`src/rtl/zce_pkg.sv`:
```
`default_nettype none
package zce_pkg;
	localparam int ADDR_W = 8;
	localparam int DATA_W = 32;
	localparam logic [7:0] OFF_CTRL = 8'h00;
	localparam logic [7:0] OFF_STATUS = 8'h04;
	localparam logic [7:0] OFF_MASK = 8'h08;
	localparam int BIT_EN = 7;
	localparam int BIT_LEVEL = 5;
	localparam int BIT_POL = 4;
	localparam int BIT_RISE = 1;
	localparam int BIT_FALL = 0;
	localparam int BIT_FLAG = 0;
	localparam logic RST_EN = 1'h0;
	localparam logic RST_POL = 1'h0;
	localparam logic RST_RISE = 1'h0;
	localparam logic RST_FALL = 1'h0;
	localparam logic RST_FLAG = 1'h0;
	localparam logic RST_MASK = 1'h0;
	localparam logic [31:0] RST_RDATA = 32'h0000_0000;
	localparam int SYNC_STAGES = 2;
endpackage
`default_nettype wire

```
`src/rtl/zce_evt_if.sv`:
```
`default_nettype none
interface zce_evt_if;
	logic level;
	logic rise;
	logic fall;
	modport src (
		output level,
		output rise,
		output fall
	);
	modport dst (
		input level,
		input rise,
		input fall
	);
endinterface
`default_nettype wire

```
`src/rtl/zce_sync.sv`:
```
`default_nettype none
module zce_sync #(
	parameter int WIDTH = 1
) (
	input wire logic pclk,
	input wire logic presetn,
	input wire logic [WIDTH-1:0] async_in,
	output logic [WIDTH-1:0] sync_out
);
	import zce_pkg::*;

	logic [WIDTH-1:0] meta_q;
	logic [WIDTH-1:0] sync_q;

	if (WIDTH < 1) begin : g_bad_width
		$error("zce_sync: WIDTH must be at least 1");
	end

	// First stage feeds only the second
	always_ff @(posedge pclk or negedge presetn) begin
		if (!presetn) begin
			meta_q <= '0;
			sync_q <= '0;
		end else begin
			meta_q <= async_in;
			sync_q <= meta_q;
		end
	end

	assign sync_out = sync_q;
endmodule
`default_nettype wire

```
`src/rtl/zce_edge.sv`:
```
`default_nettype none
module zce_edge (
	input wire logic pclk,
	input wire logic presetn,
	input wire logic sink_sync,
	input wire logic pol,
	zce_evt_if.src evt
);
	import zce_pkg::*;

	logic level_q;
	logic prev_q;
	logic valid_q;

	// Polarity applied before edge detection
	always_ff @(posedge pclk or negedge presetn) begin
		if (!presetn) begin
			level_q <= 1'h0;
			prev_q <= 1'h0;
			valid_q <= 1'h0;
		end else begin
			level_q <= sink_sync ^ pol;
			prev_q <= level_q;
			valid_q <= 1'h1;
		end
	end

	// No edge until history is valid
	assign evt.level = level_q;
	assign evt.rise = valid_q & level_q & ~prev_q;
	assign evt.fall = valid_q & ~level_q & prev_q;
endmodule
`default_nettype wire

```
`src/rtl/zce_top.sv`:
```
`default_nettype none
module zce_top (
	input wire logic pclk,
	input wire logic presetn,
	input wire logic psel,
	input wire logic penable,
	input wire logic pwrite,
	input wire logic [zce_pkg::ADDR_W-1:0] paddr,
	input wire logic [zce_pkg::DATA_W-1:0] pwdata,
	output logic [zce_pkg::DATA_W-1:0] prdata,
	output logic pready,
	output logic pslverr,
	input wire logic cross_default_off_fuse,
	input wire logic cross_sink_raw,
	input wire logic pin_route_out,
	input wire logic pin_route_oe,
	output logic pad_out,
	output logic pad_oe,
	output logic drive_enable,
	output logic cross_logic_output,
	output logic cross_event_irq
);
	import zce_pkg::*;

	// ********************
	// Declarations
	// ********************
	logic en_q;
	logic pol_q;
	logic rise_en_q;
	logic fall_en_q;
	logic flag_q;
	logic flag_d;
	logic mask_q;
	logic [DATA_W-1:0] rdata_q;
	logic [DATA_W-1:0] rdata_d;
	logic setup;
	logic access;
	logic wr;
	logic rd;
	logic hit_ctrl;
	logic hit_status;
	logic hit_mask;
	logic mapped;
	logic wr_ctrl;
	logic wr_mask;
	logic rd_clr;
	logic pol_change;
	logic edge_set;
	logic flag_set;
	logic active;
	logic sink_sync;
	logic [DATA_W-1:0] ctrl_view;

	zce_evt_if evt();

	// ********************
	// Input conditioning
	// ********************
	zce_sync #(
		.WIDTH(SYNC_STAGES - 1)
	) u_sync (
		.pclk(pclk),
		.presetn(presetn),
		.async_in(cross_sink_raw),
		.sync_out(sink_sync)
	);

	zce_edge u_edge (
		.pclk(pclk),
		.presetn(presetn),
		.sink_sync(sink_sync),
		.pol(pol_q),
		.evt(evt.src)
	);

	// ********************
	// Bus decode
	// ********************
	assign setup = psel & ~penable;
	assign access = psel & penable;
	assign wr = access & pwrite;
	assign rd = access & ~pwrite;

	always_comb begin
		hit_ctrl = 1'h0;
		hit_status = 1'h0;
		hit_mask = 1'h0;
		if (paddr == OFF_CTRL) begin
			hit_ctrl = 1'h1;
		end else if (paddr == OFF_STATUS) begin
			hit_status = 1'h1;
		end else if (paddr == OFF_MASK) begin
			hit_mask = 1'h1;
		end
	end

	assign mapped = hit_ctrl | hit_status | hit_mask;
	assign pready = 1'h1;
	assign pslverr = access & ~mapped;
	assign wr_ctrl = wr & hit_ctrl;
	assign wr_mask = wr & hit_mask;
	assign rd_clr = rd & hit_status;

	// ********************
	// Control register
	// ********************
	always_ff @(posedge pclk or negedge presetn) begin
		if (!presetn) begin
			en_q <= RST_EN;
			pol_q <= RST_POL;
			rise_en_q <= RST_RISE;
			fall_en_q <= RST_FALL;
		end else if (wr_ctrl) begin
			// Bits 6, 5, 3 and 2 are dropped
			en_q <= pwdata[BIT_EN];
			pol_q <= pwdata[BIT_POL];
			rise_en_q <= pwdata[BIT_RISE];
			fall_en_q <= pwdata[BIT_FALL];
		end
	end

	always_comb begin
		ctrl_view = '0;
		ctrl_view[BIT_EN] = en_q;
		ctrl_view[BIT_LEVEL] = evt.level;
		ctrl_view[BIT_POL] = pol_q;
		ctrl_view[BIT_RISE] = rise_en_q;
		ctrl_view[BIT_FALL] = fall_en_q;
	end

	// ********************
	// Mask register
	// ********************
	always_ff @(posedge pclk or negedge presetn) begin
		if (!presetn) begin
			mask_q <= RST_MASK;
		end else if (wr_mask) begin
			mask_q <= pwdata[BIT_FLAG];
		end
	end

	// ********************
	// Read data
	// ********************
	always_comb begin
		rdata_d = rdata_q;
		if (setup && !pwrite) begin
			rdata_d = '0;
			if (hit_ctrl) begin
				rdata_d = ctrl_view;
			end else if (hit_status) begin
				rdata_d[BIT_FLAG] = flag_q;
			end else if (hit_mask) begin
				rdata_d[BIT_FLAG] = mask_q;
			end
		end
	end

	always_ff @(posedge pclk or negedge presetn) begin
		if (!presetn) begin
			rdata_q <= RST_RDATA;
		end else begin
			rdata_q <= rdata_d;
		end
	end

	assign prdata = rdata_q;

	// ********************
	// Pin ownership
	// ********************
	assign active = ~cross_default_off_fuse | en_q;
	assign drive_enable = active;
	assign pad_oe = active ? 1'h0 : pin_route_oe;
	assign pad_out = active ? 1'h0 : pin_route_out;

	// ********************
	// Event flag
	// ********************
	// Runs on the free clock, no sleep gating
	assign pol_change = wr_ctrl & (pwdata[BIT_POL] != pol_q);
	assign edge_set = (evt.rise & rise_en_q) | (evt.fall & fall_en_q);
	assign flag_set = edge_set | pol_change;
	assign flag_d = flag_set | (flag_q & ~rd_clr);

	always_ff @(posedge pclk or negedge presetn) begin
		if (!presetn) begin
			flag_q <= RST_FLAG;
		end else begin
			flag_q <= flag_d;
		end
	end

	// ********************
	// Outputs
	// ********************
	assign cross_logic_output = evt.level;
	assign cross_event_irq = flag_q & mask_q;
endmodule
`default_nettype wire

```
`config.mk`:
```
export PLATFORM = sky130hd
export DESIGN_NAME = zce_top
export DESIGN_NICKNAME = d
export VERILOG_FILES = /design/src/rtl/zce_pkg.sv /design/src/rtl/zce_evt_if.sv /design/src/rtl/zce_sync.sv /design/src/rtl/zce_edge.sv /design/src/rtl/zce_top.sv
export SDC_FILE = /design/constraint.sdc
export NUM_CORES = 1
export LEC_CHECK = 0
export BUFFER_PORTS_ARGS = -buffer_cell sky130_fd_sc_hd__buf_2
export CAP_MARGIN = 25
export CORE_MARGIN = 5
export CORE_UTILIZATION = 36
export CTS_CLUSTER_DIAMETER = 100
export CTS_CLUSTER_SIZE = 40
export DETAILED_ROUTE_END_ITERATION = 8
export PLACE_DENSITY_LB_ADDON = 0.15
export SLEW_MARGIN = 40
export SYNTH_ARGS = -nofsm -noshare
export SYNTH_HDL_FRONTEND = slang
export SYNTH_SLANG_ARGS = --single-unit
export TNS_END_PERCENT = 10
```
`constraint.sdc`:
```
create_clock -name pclk -period 1.4 [get_ports pclk]
set_clock_uncertainty 0.05 [all_clocks]
set_input_delay 0.07 -clock pclk [delete_from_list [all_inputs] [get_ports pclk]]
set_output_delay 0.07 -clock pclk [all_outputs]
set_load 0.1 [all_outputs]
```
==> run_results.csv, run 1 <==
group,metric,value,unit
sta,final_setup_tns,0,ns
yosys,combinational_family_with_the_most_area_after_synthesis,"buffers and inverters",
floorplan,die_height,61.4,um
critical_path,crit-reg2reg-launch,"mask_q$_DFFE_PN0P_",
run,maxCapViolations,0,
cts,cts_tree,"built",
yosys,synth.largest_area_cell,"dfrtp_1",
yosys,yosys-top-cells-count,"buf_4 (28), dfrtp_1 (16), a22o_1 (4), mux2_4 (4), nand2_1 (4)",
run_status,outcome,"completed",
critical_path,critical_path_arrival,1.48,ns
sta,final_min_period_over_clock_period,0.965,
critical_path,r2r_slack,0.22,ns
sta,timing.fmax,740,MHz
sta,drv_slew,0,
yosys,postSynthRegisterBits,16,
layout,final_design_area_no_fill,1260,sq um
cts,clockBufferDepth,2,
critical_path,critical_path.startpoint,"paddr[5]",
critical_path,crit_path_end_kind,"flip-flop",
critical_path,path_max_fanout,5,
cts,cts_post_setup_buffers_inserted,0,
route,detailroute.via_count,707,
grt,use_met2,0.163,
sta,finalCriticalPeriod,1.35,ns
yosys,ys_warn_count,0,
placement,detailed_place_hpwl,1.54,mm
layout,antennaDiodeCount,0,
layout,area.growth.synth_to_final,32.1,%
power,ir_drop,0.000937,V
yosys,share_of_yosys_cell_area_claimed_by_the_top_area_cell_type,0.421,
cts,clock_latency_on_the_worst_skew_pair,0.28,ns
yosys,synth_area,951,sq um
yosys,synth.most_common_cell,"buf_4",
floorplan,initial_utilization,0.380,
route,drtPass1Iterations,4,
critical_path,path_class,"in -> reg",
grt,grt_antenna_before_repair,0,
floorplan,row_count,18,
floorplan,die_area,3770,sq um
floorplan,chip_width,61.4,um
power,finalPower,1.30,mW
yosys,synth.avg_cell_area,10.7,sq um
yosys,synth_enable_flop_cells,0,
layout,drive_above_1_share,0.422,
yosys,ys.flop_type,"dfrtp_1",
worst_hold_path,hp-start,"pwrite",
layout,final_nets,185,
power,pwr_density_cell,1040,nW/um^2
yosys,ys_types,30,
sta,unrepaired_setup_endpoints_after_global_routing,"false",
sta,hold_ws,0.0928,ns
cts,clock_slew_seen_by_the_registers_of_the_worst_setup_and_hold_paths,0.09,ns
critical_path,nature_of_the_critical_path_startpoint,"input pin",
yosys,synth_compound_area_frac,0.0921,
placement,gp_congestion,0.744,
floorplan,i_o_pins,88,
route,postRouteWirelength,1.90,mm
grt,grt-ovfl-total,0,
grt,layer_with_the_highest_usage_after_global_routing,"met2",
sta,setup-violations-final,0,
grt,groute.layer.met1.usage,0.133,
grt,grt_max_degree,17,
cts,cts-buffers-inserted,3,
route,drc,0,
route,antenna_violating_nets_post_route,0,
floorplan,core_region_area,2500,sq um
yosys,post_synth_and_or_nand_nor_area_fraction,0.137,
grt,grt.total_usage,0.104,
critical_path,worstPathRequired,1.53,ns
power,total_leakage_power,0.665,nW
yosys,synthArstFlopShare,1.00,
grt,grt_pass1_vias,627,
critical_path,worstReg2RegEnd,"prdata[0]$_DFFE_PN0P_",
yosys,xor_and_xnor_area_share_after_synthesis,0.0184,
route,detailedRoute.firstIterationViolations,6,
critical_path,ff2ff_path_depth,3,
worst_hold_path,hp-class,"in -> reg",
route,drt-vias-per-instance,4.28,
layout,final_cell_count_no_fill,165,
route,wire_per_inst,11.5,um
yosys,synth_adder_area_share,0,
cts,cts_htree_levels,1,
worst_hold_path,worst_hold_path_endpoint,"flag_q$_DFF_PN0_",
yosys,post_synth_main_area_contributors,"dfrtp_1 (42%), buf_4 (22%), mux2_4 (6.3%), a22o_1 (3.7%), nand2_1 (1.6%)",
yosys,post_synth_inst_count,89,
grt,groute.layer.met3.usage,0.0440,
layout,nFillCells,235,
placement,placed_area,1150,sq um
yosys,muxShareOfSynthArea,0.0750,
placement,port-buffer-count,31,
cts,cts-root-buf,"clkbuf_4",
placement,numPlacedInstances,155,
yosys,synth_sequential_area_ratio,0.421,
sta,hold_viol,0,
worst_hold_path,min_delay_path_depth,4,
cts,cts.sink_count,16,
grt,grt_pass1_wl,2.82,mm
## cell usage in the layout, fill, tap and decap left out, drive strengths merged, types with 2 or more instances in the layout
cell	Yosys	layout
nand2b	2	2
mux2	5	5
dlygate4sd3	0	6
a22o	4	4
buf	29	38
conb	2	29
nand3b	2	2
nand2	4	4
nor2	3	3
clkbuf	1	5
inv	3	3
or3b	2	2
dfrtp	16	16
nor4	2	2
## kinds of logic after synthesis
logic type,count (synthesis)
buffers and inverters,33
flip-flops,16
XOR/XNOR,2
multiplexers,5
other,2
AND/OR/NAND/NOR,21
AO/OA/AOI/OAI,10
## through the flow
| stage | worst slack [ns] | util |
|---|---|---|
| floorplan | -0.218 | - |
| CTS | 0.0562 | 0.501 |
| global route | 0.0207 | 0.503 |
| detailed placement | -0.344 | 0.459 |
| finish | 0.0484 | 0.503 |
| global placement | -0.329 | 0.459 |
## flip-flops by register name, indices dropped and copies added, names as in the netlist
signal / count
prdata: 5
en_q: 1
fall_en_q: 1
flag_q: 1
mask_q: 1
pol_q: 1
rise_en_q: 1
u_edge.evt.level: 1
u_edge.prev_q: 1
u_edge.valid_q: 1
u_sync.meta_q: 1
u_sync.sync_out: 1
## final cells by class
cell class | count | area, sq um | share of cell area
Clock buffer | 4 | 36.3 | 0.0289
Inverter | 3 | 11.3 | 0.00896
Multi-Input combinational cell | 67 | 448 | 0.357
Sequential cell | 16 | 400 | 0.319
Tap cell | 30 | 37.5 | 0.0299
Timing Repair Buffer | 45 | 323 | 0.257
## routing by layer
layer,vias up,wire length [um],share of wire
li1,344,-,-
met1,330,744,0.39
met2,31,936,0.49
met3,2,203,0.11
met4,0,14,0.0074
met5,-,0,0
## worst max-delay path, cell delays in order
cell and delay, ns:
buf_2 0.11, or4_4 0.53, or3b_4 0.46, mux2_4 0.31
## power breakdown
group,internal (mW),switching [mW]
combinational,0.0808,0.442
clock,0.158,0.142
sequential,0.472,0.00636
total,0.711,0.590
## what timing repair did
action / in CTS / in global routing
gates resized for setup: 2 / 2
hold buffers: 6 / 0
setup endpoints to repair: 6 / 2
hold endpoints to repair: 22 / 0
## worst max path at each step
stage                              to  slack [ns]
floorplan                      pad_oe       -0.22
global placement    pol_q$_DFFE_PN0P_       -0.33
detailed placement   en_q$_DFFE_PN0P_       -0.34
CTS                   cross_event_irq        0.06
global route                  pad_out        0.02
finish               en_q$_DFFE_PN0P_        0.05
(Power assumes the default switching activity.)
==> run 2, diff against run 1 <==
--- a/config.mk
+++ b/config.mk
@@ -13,6 +13,7 @@
 export CTS_CLUSTER_SIZE = 40
 export DETAILED_ROUTE_END_ITERATION = 8
 export PLACE_DENSITY_LB_ADDON = 0.15
+export SETUP_SLACK_MARGIN = 0.1
 export SLEW_MARGIN = 40
 export SYNTH_ARGS = -nofsm -noshare
 export SYNTH_HDL_FRONTEND = slang
==> run_results.csv, run 2 (same netlist as run 1, synthesis figures left out) <==
group,metric,value,unit
worst_hold_path,hp-class,"in -> reg",
sta,timing.fmax,752,MHz
cts,cts_tree,"built",
route,detailedRoute.firstIterationViolations,7,
layout,antennaDiodeCount,0,
run_status,outcome,"completed",
route,postRouteWirelength,1.91,mm
critical_path,path_class,"in -> reg",
sta,finalCriticalPeriod,1.33,ns
route,wire_per_inst,11.5,um
layout,area_occupied_by_registers,400,sq um
sta,hold_viol,0,
power,total_leakage_power,0.671,nW
route,drtPass1Iterations,4,
layout,largest_register_ff_count,5,
layout,final_nets,186,
power,ir_drop,0.000934,V
critical_path,critical_path_arrival,1.46,ns
critical_path,critical_path.startpoint,"paddr[5]",
cts,cts-buffers-inserted,3,
route,antenna_violating_nets_post_route,0,
floorplan,initial_utilization,0.380,
grt,grt.total_usage,0.107,
critical_path,path_max_fanout,5,
layout,most_frequent_cells_in_the_layout,"conb_1 (29), buf_2 (27), dfrtp_1 (16)",
grt,grt_pass1_wl,2.89,mm
grt,grt_pass1_vias,645,
cts,cts-root-buf,"clkbuf_4",
grt,grt_max_degree,17,
route,drc,0,
placement,detailed_place_hpwl,1.54,mm
critical_path,crit_path_end_kind,"flip-flop",
placement,numPlacedInstances,155,
power,finalPower,1.30,mW
placement,port-buffer-count,31,
run,maxCapViolations,0,
layout,final_cell_count_no_fill,166,
cts,clock_slew_seen_by_the_registers_of_the_worst_setup_and_hold_paths,0.09,ns
floorplan,die_area,3770,sq um
sta,unrepaired_setup_endpoints_after_global_routing,"true",
sta,final_critical_path_setup_slack,0.0708,ns
layout,drive_above_1_share,0.434,
cts,cts_htree_levels,1,
power,pwr_density_cell,1030,nW/um^2
floorplan,core_region_area,2500,sq um
floorplan,chip_width,61.4,um
cts,clockBufferDepth,2,
sta,final_min_period_over_clock_period,0.949,
critical_path,worstPathRequired,1.53,ns
sta,setup-violations-final,0,
critical_path,nature_of_the_critical_path_startpoint,"input pin",
layout,mostFrequentLayoutCell,"conb_1",
layout,nFillCells,235,
route,detailroute.via_count,719,
critical_path,r2r_slack,0.30,ns
placement,gp_congestion,0.744,
layout,area.growth.synth_to_final,33.4,%
sta,hold_ws,0.0921,ns
placement,place_worst_setup_slack,-0.344,ns
worst_hold_path,hp-start,"pwrite",
critical_path,crit-reg2reg-launch,"mask_q$_DFFE_PN0P_",
grt,grt-ovfl-total,0,
floorplan,row_count,18,
cts,clock_latency_on_the_worst_skew_pair,0.28,ns
route,drt-vias-per-instance,4.33,
layout,utilization,0.508,
sta,drv_slew,0,
grt,grt_antenna_before_repair,0,
floorplan,i_o_pins,88,
floorplan,die_height,61.4,um
cts,cts.sink_count,16,
layout,multi_input_comb_area,453,sq um
## run 2: cell count changes in the layout (fill, tap and decap cells not counted), sizes merged
cell	change
buf	+2
clkbuf	-1
## run 2: worst paths after layout
check                                             to  cells after the start
setup / recovery               fall_en_q$_DFFE_PN0P_                      4
hold / removal                      flag_q$_DFF_PN0_                      4
setup reg to reg               prdata[0]$_DFFE_PN0P_                      3
hold reg to reg            u_sync.sync_out$_DFF_PN0_                      0
max in group asynchronous   u_edge.valid_q$_DFF_PN0_                      2
min in group asynchronous      prdata[4]$_DFFE_PN0P_                      2
## run 2: routing by layer
metal | share of wire | global-route usage | up-vias
li1 | - | - | 347
met1 | 0.39 | 0.133 | 339
met2 | 0.50 | 0.174 | 31
met3 | 0.11 | 0.0440 | 2
met4 | 0.0073 | 0.0273 | 0
met5 | 0 | 0 | -
## run 2: stage by stage
| step | setup TNS (ns) | cell area [sq um] |
|---|---|---|
| floorplan | -1.58 | 1080 |
| detailed placement | -2.22 | 1150 |
| global route | 0 | 1270 |
| CTS | 0 | 1250 |
| finish | 0 | 1270 |
| global placement | -2.22 | 1150 |
## run 2: timing repair
item / 4_1_cts / 5_1_grt
buffers inserted: 0 / 1
pin swaps: 0 / 3
gates resized for setup: 3 / 2
setup endpoints to repair: 8 / 9
hold buffers: 6 / 0
hold endpoints to repair: 22 / 0
## run 2: power by group
group          total (mW)  switching [mW]  internal (mW)
sequential          0.478         0.00619          0.472
clock               0.298           0.140          0.158
combinational       0.525           0.443         0.0815
## run 2: worst max-delay path, stage by stage
cell	delay [ns]
buf_2	0.11
or4_4	0.53
or3b_4	0.44
mux2_4	0.31
## run 2: area by class of cell
type / count / area share
clock buffers: 4 / 0.0286
repair buffers: 46 / 0.260
multi-input cells: 67 / 0.357
inverters: 3 / 0.00888
flip-flops and latches: 16 / 0.316
well taps: 30 / 0.0296
